[config.mk]
export PLATFORM = sky130hd
export DESIGN_NAME = mso_stop_ctrl
export DESIGN_NICKNAME = d
export VERILOG_FILES = /design/src/logic/mso_pkg.sv /design/src/logic/mso_stop_ctrl.sv /design/src/logic/mso_dout.sv
export SDC_FILE = /design/constraint.sdc
export NUM_CORES = 1
export LEC_CHECK = 0
export BUFFER_PORTS_ARGS = -buffer_cell sky130_fd_sc_hd__buf_2
export CAP_MARGIN = 20
export CORE_MARGIN = 2
export CORE_UTILIZATION = 58
export DETAILED_ROUTE_END_ITERATION = 8
export GPL_TIMING_DRIVEN = 0
export PLACE_DENSITY_LB_ADDON = 0.25
export RECOVER_POWER = 100
export SLEW_MARGIN = 20
export SYNTH_ARGS = -nofsm -noshare
export SYNTH_HDL_FRONTEND = slang
export SYNTH_HIERARCHICAL = 1
export SYNTH_SLANG_ARGS = --single-unit
[constraint.sdc]
create_clock -name mclk -period 3.9 [get_ports mclk]
set_input_delay 0.78 -clock mclk [delete_from_list [all_inputs] [get_ports mclk]]
set_output_delay 0.78 -clock mclk [all_outputs]
set_load 0.01 [all_outputs]
[src/logic/mso_pkg.sv]
`default_nettype none
package mso_pkg;

  localparam int unsigned PAR_AW = 16;
  localparam int unsigned PAR_DW = 32;

  // Parameter offsets as seen from the fieldbus
  localparam logic [15:0] OFS_QS_DECEL = 16'h0624;
  localparam logic [15:0] OFS_HALT_REACT = 16'h062e;
  localparam logic [15:0] OFS_QS_REACT = 16'h0630;
  localparam logic [15:0] OFS_DOUT = 16'h0822;
  localparam logic [15:0] OFS_QS_CURR = 16'h110a;
  localparam logic [15:0] OFS_HALT_CURR = 16'h110c;

  // Values after reset
  localparam logic [31:0] RST_QS_DECEL = 32'h0000_1770;
  localparam logic [15:0] RST_HALT_REACT = 16'h0003;
  localparam logic [15:0] RST_QS_REACT = 16'h0007;
  localparam logic [15:0] RST_DOUT = 16'h0000;

  // Quick stop ramp limits in RPM/s
  localparam logic [31:0] QS_DECEL_MIN = 32'h0000_00c8;
  localparam logic [31:0] QS_DECEL_MAX = 32'h002d_c6c0;

  // Halt reaction codes
  localparam logic [15:0] HALT_DECEL = 16'h0001;
  localparam logic [15:0] HALT_TORQUE = 16'h0003;

  // Quick stop reaction codes (signed 16 bit)
  localparam logic [15:0] QSR_TQ_FAULT = 16'hfffe;
  localparam logic [15:0] QSR_DEC_FAULT = 16'hffff;
  localparam logic [15:0] QSR_DEC_STAY = 16'h0006;
  localparam logic [15:0] QSR_TQ_STAY = 16'h0007;

  // Operating state numbers shown on op_state_q
  localparam logic [3:0] OPST_ENABLED = 4'h6;
  localparam logic [3:0] OPST_QSTOP = 4'h7;
  localparam logic [3:0] OPST_FAULT = 4'h9;

  typedef enum logic [2:0] {
    MSO_RUN = 3'b000,
    MSO_HALT_BRAKE = 3'b001,
    MSO_HALT_HOLD = 3'b011,
    MSO_RESUME = 3'b010,
    MSO_QS_BRAKE = 3'b110,
    MSO_QS_ACTIVE = 3'b111,
    MSO_FAULT = 3'b101
  } mso_state_e;

endpackage
`default_nettype wire

[src/logic/mso_stop_ctrl.sv]
`timescale 1ns/1ns
`default_nettype none
// Summary of operation
// - A Halt request stops the ongoing movement, and withdrawing it resumes that movement.
// - Halt comes from the fieldbus or from a digital input that has been given the halt function.
// - A Halt withdrawn during braking still brakes to standstill before accelerating back.
// - The halt reaction selects deceleration ramp (1) or torque ramp (3), default 3, effective at once.
// - Deceleration-ramp braking is used only in modes with a velocity profile, else the torque ramp.
// - Halt on the deceleration ramp uses the profile deceleration.
// - The halt current limit is held in 0.01 A peak steps with a motor-dependent bound, effective at once.
// - A Quick Stop starts on a fieldbus command or on an error of class 1 or 2.
// - Quick stop reaction -2/-1/6/7 chooses torque or deceleration ramp and fault or stay, default 7.
// - The state shows 6 during Quick Stop braking and moves to 7 or to 9 Fault at standstill as selected.
// - The quick stop ramp is 200 to 3000000 RPM/s, default 6000, for software and error stops.
// - A new quick stop ramp takes effect only at the start of the next movement.
// - The quick stop current limit is held in 0.01 A peak steps with a motor-dependent bound, effective at once.
// - Bit i of the direct output setting drives digital output i.
// - Writes change only outputs that are free for use and are ignored for the others.
module mso_stop_ctrl #(
  parameter int unsigned N_OUT = 16,
  parameter logic [15:0] CURR_MAX = 16'h03e8,
  parameter logic [15:0] CURR_RST = 16'h01f4
) (
  input wire logic mclk,
  input wire logic resetn,
  // Fieldbus parameter access
  input wire logic par_wr,
  input wire logic par_rd,
  input wire logic [15:0] par_addr,
  input wire logic [31:0] par_wdata,
  output logic [31:0] par_rdata_q,
  output logic par_ack_q,
  output logic par_nak_q,
  // Stop requests
  input wire logic halt_in,
  input wire logic halt_func_en,
  input wire logic fb_halt,
  input wire logic fb_qstop,
  input wire logic err_class1,
  input wire logic err_class2,
  input wire logic qstop_release,
  input wire logic fault_reset,
  // Motion status
  input wire logic profile_mode,
  input wire logic standstill,
  input wire logic move_start,
  input wire logic [31:0] profile_deceleration,
  // Braking commands to the ramp generator
  output logic brake_active_q,
  output logic brake_torque_q,
  output logic [31:0] brake_decel_q,
  output logic [15:0] brake_current_q,
  output logic resume_q,
  output logic [3:0] op_state_q,
  // Digital outputs
  input wire logic [N_OUT-1:0] out_free_use,
  input wire logic [N_OUT-1:0] out_func_level,
  output logic [N_OUT-1:0] dout_q
);

  if (N_OUT < 1 || N_OUT > 16) begin : g_nout_chk
    $error("mso_stop_ctrl: N_OUT must be 1 to 16");
  end
  if (CURR_RST > CURR_MAX) begin : g_curr_chk
    $error("mso_stop_ctrl: CURR_RST above CURR_MAX");
  end

  logic [31:0] qs_decel_q;
  logic [31:0] qs_decel_act_q;
  logic [15:0] halt_react_q;
  logic [15:0] qs_react_q;
  logic [15:0] dout_set_q;
  logic [15:0] qs_curr_q;
  logic [15:0] halt_curr_q;
  mso_pkg::mso_state_e state_q;
  mso_pkg::mso_state_e state_d;
  logic halt_req;
  logic qs_req;
  logic halt_tq;
  logic qs_tq;
  logic qs_to_fault;
  logic wr_ok;
  logic [15:0] free16;

  function automatic logic qs_code_ok(input logic [15:0] c);
    qs_code_ok = (c == mso_pkg::QSR_TQ_FAULT) || (c == mso_pkg::QSR_DEC_FAULT) ||
                 (c == mso_pkg::QSR_DEC_STAY) || (c == mso_pkg::QSR_TQ_STAY);
  endfunction

  // Request decoding
  assign halt_req = fb_halt | (halt_in & halt_func_en);
  assign qs_req = fb_qstop | err_class1 | err_class2;
  assign halt_tq = (halt_react_q == mso_pkg::HALT_TORQUE) | ~profile_mode;
  assign qs_tq = (qs_react_q == mso_pkg::QSR_TQ_FAULT) | (qs_react_q == mso_pkg::QSR_TQ_STAY) | ~profile_mode;
  assign qs_to_fault = qs_react_q[15];
  assign free16 = 16'(out_free_use);

  // Write validation
  always_comb begin
    case (par_addr)
      mso_pkg::OFS_QS_DECEL: wr_ok = (par_wdata >= mso_pkg::QS_DECEL_MIN) && (par_wdata <= mso_pkg::QS_DECEL_MAX);
      mso_pkg::OFS_HALT_REACT: wr_ok = (par_wdata[15:0] == mso_pkg::HALT_DECEL) || (par_wdata[15:0] == mso_pkg::HALT_TORQUE);
      mso_pkg::OFS_QS_REACT: wr_ok = qs_code_ok(par_wdata[15:0]);
      mso_pkg::OFS_DOUT: wr_ok = 1'b1;
      mso_pkg::OFS_QS_CURR: wr_ok = par_wdata[15:0] <= CURR_MAX;
      mso_pkg::OFS_HALT_CURR: wr_ok = par_wdata[15:0] <= CURR_MAX;
      default: wr_ok = 1'b0;
    endcase
  end

  // Parameter storage
  always_ff @(posedge mclk or negedge resetn) begin
    if (!resetn) begin
      qs_decel_q <= mso_pkg::RST_QS_DECEL;
      halt_react_q <= mso_pkg::RST_HALT_REACT;
      qs_react_q <= mso_pkg::RST_QS_REACT;
      dout_set_q <= mso_pkg::RST_DOUT;
      qs_curr_q <= CURR_RST;
      halt_curr_q <= CURR_RST;
    end else if (par_wr && wr_ok) begin
      case (par_addr)
        mso_pkg::OFS_QS_DECEL: qs_decel_q <= par_wdata;
        mso_pkg::OFS_HALT_REACT: halt_react_q <= par_wdata[15:0];
        mso_pkg::OFS_QS_REACT: qs_react_q <= par_wdata[15:0];
        mso_pkg::OFS_DOUT: dout_set_q <= (par_wdata[15:0] & free16) | (dout_set_q & ~free16);
        mso_pkg::OFS_QS_CURR: qs_curr_q <= par_wdata[15:0];
        mso_pkg::OFS_HALT_CURR: halt_curr_q <= par_wdata[15:0];
        default: ;
      endcase
    end
  end

  // Read port and access answer, one cycle after the strobe
  always_ff @(posedge mclk or negedge resetn) begin
    if (!resetn) begin
      par_rdata_q <= '0;
      par_ack_q <= 1'b0;
      par_nak_q <= 1'b0;
    end else begin
      par_ack_q <= (par_wr && wr_ok) || (par_rd && !par_wr);
      par_nak_q <= par_wr && !wr_ok;
      if (par_rd && !par_wr) begin
        case (par_addr)
          mso_pkg::OFS_QS_DECEL: par_rdata_q <= qs_decel_q;
          mso_pkg::OFS_HALT_REACT: par_rdata_q <= {16'h0000, halt_react_q};
          mso_pkg::OFS_QS_REACT: par_rdata_q <= {16'h0000, qs_react_q};
          mso_pkg::OFS_DOUT: par_rdata_q <= {16'h0000, dout_set_q};
          mso_pkg::OFS_QS_CURR: par_rdata_q <= {16'h0000, qs_curr_q};
          mso_pkg::OFS_HALT_CURR: par_rdata_q <= {16'h0000, halt_curr_q};
          default: par_rdata_q <= '0;
        endcase
      end
    end
  end

  // Quick stop ramp in use is taken over only when a movement starts
  always_ff @(posedge mclk or negedge resetn) begin
    if (!resetn) begin
      qs_decel_act_q <= mso_pkg::RST_QS_DECEL;
    end else if (move_start) begin
      qs_decel_act_q <= qs_decel_q;
    end
  end

  // Stop sequencing; Quick Stop overrides Halt
  always_comb begin
    state_d = state_q;
    case (state_q)
      mso_pkg::MSO_RUN: begin
        if (halt_req) begin
          state_d = mso_pkg::MSO_HALT_BRAKE;
        end
      end
      mso_pkg::MSO_HALT_BRAKE: begin
        if (standstill) begin
          state_d = halt_req ? mso_pkg::MSO_HALT_HOLD : mso_pkg::MSO_RESUME;
        end
      end
      mso_pkg::MSO_HALT_HOLD: begin
        if (!halt_req) begin
          state_d = mso_pkg::MSO_RESUME;
        end
      end
      mso_pkg::MSO_RESUME: state_d = mso_pkg::MSO_RUN;
      mso_pkg::MSO_QS_BRAKE: begin
        if (standstill) begin
          state_d = qs_to_fault ? mso_pkg::MSO_FAULT : mso_pkg::MSO_QS_ACTIVE;
        end
      end
      mso_pkg::MSO_QS_ACTIVE: begin
        if (qstop_release) begin
          state_d = mso_pkg::MSO_RUN;
        end
      end
      mso_pkg::MSO_FAULT: begin
        if (fault_reset) begin
          state_d = mso_pkg::MSO_RUN;
        end
      end
      default: state_d = mso_pkg::MSO_RUN;
    endcase
    if (qs_req && state_q != mso_pkg::MSO_FAULT && state_q != mso_pkg::MSO_QS_ACTIVE) begin
      state_d = mso_pkg::MSO_QS_BRAKE;
    end
  end

  always_ff @(posedge mclk or negedge resetn) begin
    if (!resetn) begin
      state_q <= mso_pkg::MSO_RUN;
    end else begin
      state_q <= state_d;
    end
  end

  // Braking commands follow the state one cycle later
  always_ff @(posedge mclk or negedge resetn) begin
    if (!resetn) begin
      brake_active_q <= 1'b0;
      brake_torque_q <= 1'b0;
      brake_decel_q <= '0;
      brake_current_q <= '0;
      resume_q <= 1'b0;
      op_state_q <= mso_pkg::OPST_ENABLED;
    end else begin
      resume_q <= state_q == mso_pkg::MSO_RESUME;
      case (state_q)
        mso_pkg::MSO_HALT_BRAKE, mso_pkg::MSO_HALT_HOLD: begin
          brake_active_q <= 1'b1;
          brake_torque_q <= halt_tq;
          brake_decel_q <= profile_deceleration;
          brake_current_q <= halt_curr_q;
          op_state_q <= mso_pkg::OPST_ENABLED;
        end
        mso_pkg::MSO_QS_BRAKE, mso_pkg::MSO_QS_ACTIVE, mso_pkg::MSO_FAULT: begin
          brake_active_q <= 1'b1;
          brake_torque_q <= qs_tq;
          brake_decel_q <= qs_decel_act_q;
          brake_current_q <= qs_curr_q;
          op_state_q <= (state_q == mso_pkg::MSO_FAULT) ? mso_pkg::OPST_FAULT :
                        (state_q == mso_pkg::MSO_QS_ACTIVE) ? mso_pkg::OPST_QSTOP : mso_pkg::OPST_ENABLED;
        end
        default: begin
          brake_active_q <= 1'b0;
          brake_torque_q <= 1'b0;
          brake_decel_q <= '0;
          brake_current_q <= '0;
          op_state_q <= mso_pkg::OPST_ENABLED;
        end
      endcase
    end
  end

  mso_dout #(
    .N_OUT(N_OUT)
  ) u_dout (
    .mclk(mclk),
    .resetn(resetn),
    .set_bits(dout_set_q[N_OUT-1:0]),
    .free_use(out_free_use),
    .func_level(out_func_level),
    .dout_q(dout_q)
  );
endmodule
`default_nettype wire

[src/logic/mso_dout.sv]
`timescale 1ns/1ns
`default_nettype none
module mso_dout #(
  parameter int unsigned N_OUT = 16
) (
  input wire logic mclk,
  input wire logic resetn,
  input wire logic [N_OUT-1:0] set_bits,
  input wire logic [N_OUT-1:0] free_use,
  input wire logic [N_OUT-1:0] func_level,
  output logic [N_OUT-1:0] dout_q
);

  if (N_OUT < 1 || N_OUT > 16) begin : g_nout_chk
    $error("mso_dout: N_OUT must be 1 to 16");
  end

  // Bit i of the set value drives output i only when it is free for use
  always_ff @(posedge mclk or negedge resetn) begin
    if (!resetn) begin
      dout_q <= '0;
    end else begin
      dout_q <= (set_bits & free_use) | (func_level & ~free_use);
    end
  end
endmodule
`default_nettype wire

Word-level counts from Yosys, hierarchy flattened
Cells that the tools add are included.
W data, S select, Z words.

word-level totals
  bits in registers = 252
  input port bits = 127
  output and inout port bits = 105
  word-level logic and storage cells = 109

operators by class
  magnitude comparators = 3
  eq/ne operators = 29
  muxes and demuxes = 19
  bitwise operators = 15
  reduce and logical (&&, ||, !) cells = 25

operators by type and width
  operator                count
  $pmux W32 S6            1
  $and A16 B16 Y16        4
  $pmux W32 S2            1
  $eq A16 B11 Y1 const B  3
  $eq A16 B16 Y1 const B  3
  $eq A16 B3 Y1 const B   3
  $eq A16 B13 Y1 const B  2
  $eq A16 B2 Y1 const B   2
  $ge A32 B8 Y1 const B   1
  $le A32 B22 Y1 const B  1
  $or A16 B16 Y16         2
  $pmux W16 S2            1
  $ne A3 B3 Y1 const B    8
  $mux W3                 7
  $pmux W3 S6             1
  $eq A16 B1 Y1 const B   1
  $eq A16 B12 Y1 const B  1
  $le A16 B10 Y1 const B  1
  $not A16 Y16            1
  $reduce_and A2 Y1       6
  $eq A3 B3 Y1 const B    3
  $mux W4                 2
  $eq A3 B2 Y1 const B    2
  $logic_and A1 B1 Y1     6
  other kinds (15)        28

Depth between registers and ports, before layout
  word-level depth = 7
  gate-level depth with buffers = 9

Cells and area by module
The synthesis kept the hierarchy.

modules (own cells, without submodules)
  module         times used  cells each  area an instance (um^2)  sequential area each (um^2)
  mso_stop_ctrl  1           770         9,645.5                  5,920.7
  mso_dout       1           32          640.6                    400.4

Worst setup path after synthesis
Ideal clock, no wire load.

  kind = in2reg
  start point = in par_addr[0]
  end point = reg halt_curr_q[9]
  setup time = 125 ps
  arrival = 3,103 ps
  path slack = 672 ps
  cell stages on the path = 9
  buffers on the path = 3
  path through = or4_4 > or4_4 > nor2_4 > buf_6 > a311oi_1 > a311o_1 > buf_2 > buf_6 > mux2_4

between the ends
  cells in the longest elaborated chain, start to end = 5

ends and longest elaborated chain
  what                                    line                                        text
  from (decl)                             mso_stop_ctrl.sv:29                         input wire logic [15:0] par_addr,
  $eq A16 B13 Y1 (on tied branches)       mso_stop_ctrl.sv:100, mso_stop_ctrl.sv:121
  $reduce_or A2 Y1 (no source line)       --
  $pmux W1 S5                             mso_stop_ctrl.sv:100                        case (par_addr)
  $logic_and A1 B1 Y1                     mso_stop_ctrl.sv:120                        end else if (par_wr && wr_ok) begin
  $reduce_and A2 Y1 (no source line) (*)  --
  to (signal assigned)                    mso_stop_ctrl.sv:127                        mso_pkg::OFS_HALT_CURR: halt_curr_q <= par_wdata[15:0];
  to (decl)                               mso_stop_ctrl.sv:74                         logic [15:0] halt_curr_q;

Mark *: on every way between the ends. The rest lies on a longest branch, timed or not.
A chain may end at the register's enable or synchronous reset.

Worst setup path after layout
  start point = in par_wdata[9]
  end point = reg qs_curr_q[9]

between the ends
  cells in the longest elaborated chain, start to end = 7

ends and longest elaborated chain
  what                                                   line                  text
  from (decl)                                            mso_stop_ctrl.sv:30   input wire logic [31:0] par_wdata,
  branches (longest 7 deep; another with $ge A32 B8 Y1)  --
  to (signal assigned)                                   mso_stop_ctrl.sv:126  mso_pkg::OFS_QS_CURR: qs_curr_q <= par_wdata[15:0];
  to (decl)                                              mso_stop_ctrl.sv:73   logic [15:0] qs_curr_q;

Parallel ways; which one is timed is not known.

==> results.sh <==
export IMPL_outcome="finished, violations left"
export IMPL_failed_checks="capacitance limit, slew limit"
export IMPL_end_kind="flop"
export IMPL_drive_above_1_share_pct=26.04
export IMPL_grt_max_degree=102
export IMPL_worst_setup_path_type="input pin to flop"
export IMPL_ys_types=58
export IMPL_fill_cells=1329
export IMPL_most_common_layout_cells="219 x dfrtp_1, 154 x clkbuf_1, 125 x buf_2"
export IMPL_cp_data_required_time_ns=4.30
export IMPL_grt_remaining_overflow=0
export IMPL_relSlewSlack_pct=-84.76
export IMPL_r2r_start="state_q[0]$_DFFE_PN0P_"
export IMPL_setup_violations_final=0
export IMPL_avgSynthCellArea_um2=12.83
export IMPL_hold_violations=0
export IMPL_worstMarginPinSlew_ns=2.771
export IMPL_nNetsFinal=1187
export IMPL_max_stage_delay_ns=1.18
export IMPL_synthCells=802
export IMPL_post_cts_resized=0
export IMPL_synthArstFlopShare_pct=100.0
export IMPL_initial_utilization_pct=59.47
export IMPL_startpoint_type="input pin"
export IMPL_drv_slew=65
export IMPL_area_delta_synth_final_pct=20.19
export IMPL_ys_seq_area_share_pct=61.45
export IMPL_numCtsBuffers=25
export IMPL_cts_root_buf="clkbuf_16"
export IMPL_skew_ns=0.01251
export IMPL_dp_hpwl_mm=20.19
export IMPL_pwr_density_cell_nw_per_um2=454.9
export IMPL_cp_cell_sequence="buf_2, nor4_1, and4_1, o2111a_1, a2111oi_1, nor2_1, buf_2, mux2_2"
export IMPL_rsz0062_at_grt="false"
export IMPL_synth_edf_count=0
export IMPL_design_core_area_um2=17300
export IMPL_hold_path_startpoint="par_rdata_q[27]$_DFFE_PN0P_"
export IMPL_startpoint="par_wdata[9]"
export IMPL_htree_levels=1
export IMPL_dp_slack_ns=-0.03758
export IMPL_syn_num_nets=929
export IMPL_ctsHoldBuffers=0
export IMPL_finalCriticalPeriod_ns=3.592
export IMPL_grt_total_usage_pct=30.67
export IMPL_fmax_ghz=0.2784
export IMPL_row_count=48
export IMPL_drc=0
export IMPL_die_width_um=137.2
export IMPL_viasPerCell=6.093
export IMPL_crit_path_max_fanout=10
export IMPL_ys_ff_latch=251
export IMPL_dr_total_vias=7957
export IMPL_drtAntennaViolNets=0
export IMPL_ir_drop_mv=0.3363
export IMPL_yosysWarnings=6
export IMPL_cts_tree="yes"
export IMPL_p_leak_uw=0.005885
export IMPL_holdWs_ns=0.4674
export IMPL_layout_commonest_cell="dfrtp_1"
export IMPL_clock_path_buffers=3
export IMPL_antenna_found_initial=0
export IMPL_fin_area_um2=12360
export IMPL_max_cap_violations=2
export IMPL_seq_area_um2=6321
export IMPL_cts_sink_count=251
export IMPL_synth_main_ff_cell="dfrtp_1"
export IMPL_finalWorstSetupSlack_ns=0.3085
export IMPL_dpl_instance_area_um2=11780
export IMPL_crit_path_frequent_cell="buf_2"
export IMPL_clk_latency_ns=0.52
export IMPL_utilization_pct=71.48
export IMPL_routedWlPerCell_um=22.06
export IMPL_grt_pass1_wl_mm=43.51
export IMPL_min_path_type="flop to flop"
export IMPL_clk_pin_slew_ns=0.06
export IMPL_dieHeight_um=137.2
export IMPL_stdcell_count=1306
export IMPL_grt_pass1_vias=7950
export IMPL_drt_wl_total_mm=28.81
export IMPL_cts_setup_buffers=0
export IMPL_place_congestion=0.9391
export IMPL_multiInputGateArea_um2=3666
export IMPL_io_buffers=229
export IMPL_syn_cell_area_um2=10290
export IMPL_period_share_pct=92.09
export IMPL_critPathSlowestCell="a2111oi_1"
export IMPL_die_area_um2=18820
export IMPL_cp_arrival_ns=3.99
export IMPL_dpl_cell_count=1258
export IMPL_ios=232
export IMPL_drtIter0Drc=663
export IMPL_dr_pass1_iters=5
## logic make-up (layout without fill, tap and decap cells)
| family | count (synthesis) | after routing | synth area share (%) |
|---|---|---|---|
| AO/OA/AOI/OAI | 165 | 165 | 12.66 |
| XOR/XNOR | 1 | 1 | 0.08516 |
| buffers and inverters | 50 | 327 | 2.056 |
| flip-flops | 251 | 251 | 61.45 |
| multiplexers | 101 | 101 | 11.77 |
| other | 0 | 2 | 0 |
| AND/OR/NAND/NOR | 234 | 234 | 11.97 |
## registers in the layout, summed over array words and instances (netlist names), 3 cells and up, named ones only
| register | count |
|---|---|
| op_state_q | 3 |
| halt_curr_q | 16 |
| u_dout/dout_q | 16 |
| brake_decel_q | 32 |
| halt_react_q | 16 |
| qs_curr_q | 16 |
| qs_react_q | 16 |
| qs_decel_q | 32 |
| brake_current_q | 16 |
| par_rdata_q | 32 |
| qs_decel_act_q | 32 |
| state_q | 3 |
## layer usage
layer	wire [µm]	global-route usage [%]
met5	0	0
met4	935	11.40
met3	2272	4.452
met2	14200	50.33
met1	11400	42.01
## synthesized netlist by cell type (3+ instances only)
library cell,count,area [µm²]
a22oi_1,43,322.8
nand2_1,82,307.8
a221oi_1,3,26.28
mux2_2,78,878.3
mux2_4,20,300.3
or4_1,3,22.52
dfrtp_1,219,5480
a22o_1,65,569.3
buf_2,4,20.02
o21ai_0,15,75.07
nor4b_1,3,26.28
clkbuf_1,32,120.1
nor2_1,26,97.59
a31oi_1,5,31.28
or3_1,3,18.77
buf_1,6,22.52
nor3_1,6,30.03
nand4b_1,3,26.28
a41oi_1,12,105.1
nand3_1,21,105.1
nand2b_1,6,37.54
inv_1,5,18.77
dfstp_2,32,840.8
and2_1,10,62.56
nand4_1,8,50.05
a21oi_1,5,25.02
nor2b_1,33,206.5
nor4_1,13,81.33
a21o_1,3,22.52
and3_1,4,25.02
## worst max-delay path, delay by kind of cell
| family | cells | cell delay, ns |
|---|---|---|
| AO/OA/AOI/OAI | 2 | 1.48 |
| buffers and inverters | 2 | 0.61 |
| multiplexers | 1 | 0.29 |
| AND/OR/NAND/NOR | 3 | 0.82 |
## worst paths after layout
kind                                            endpoint  slack [ns]  cells after the start
setup / recovery                qs_curr_q[9]$_DFFE_PN0P_        0.31                      8
hold reg to reg              par_rdata_q[27]$_DFFE_PN0P_        0.47                      2
hold / removal               par_rdata_q[27]$_DFFE_PN0P_        0.47                      2
min in group asynchronous        op_state_q[0]$_DFF_PN0_        1.35                      1
max in group asynchronous                      async pin        0.97                      1
setup reg to reg           brake_current_q[15]$_DFF_PN0_        1.51                      5
## cell type report
class	instances	area share, %
inverter	5	0.1518
antenna	2	0.04048
sequential	251	51.13
clock buffer	40	5.839
tap	225	2.277
clock inverter	6	0.6781
timing repair buffer	231	8.693
multi-input combinational	501	29.65
buffer	45	1.538
## per-stage QoR
stage	total power [µW]	TNS (ns)
CTS	5665	0
global placement	3309	-514.13
finish	5624	0
floorplan	3012	0
global route	5808	0
detailed placement	3327	-0.03758
## where the power goes
group          internal [µW]  total, µW  leakage, µW  switching, µW
combinational            170        565      0.00217            395
clock                   1400       2360     0.000394            961
sequential              2670       2700      0.00332           27.3
total                   4240       5620      0.00588           1380
No activity file was read; power rests on OpenSTA's default activity.
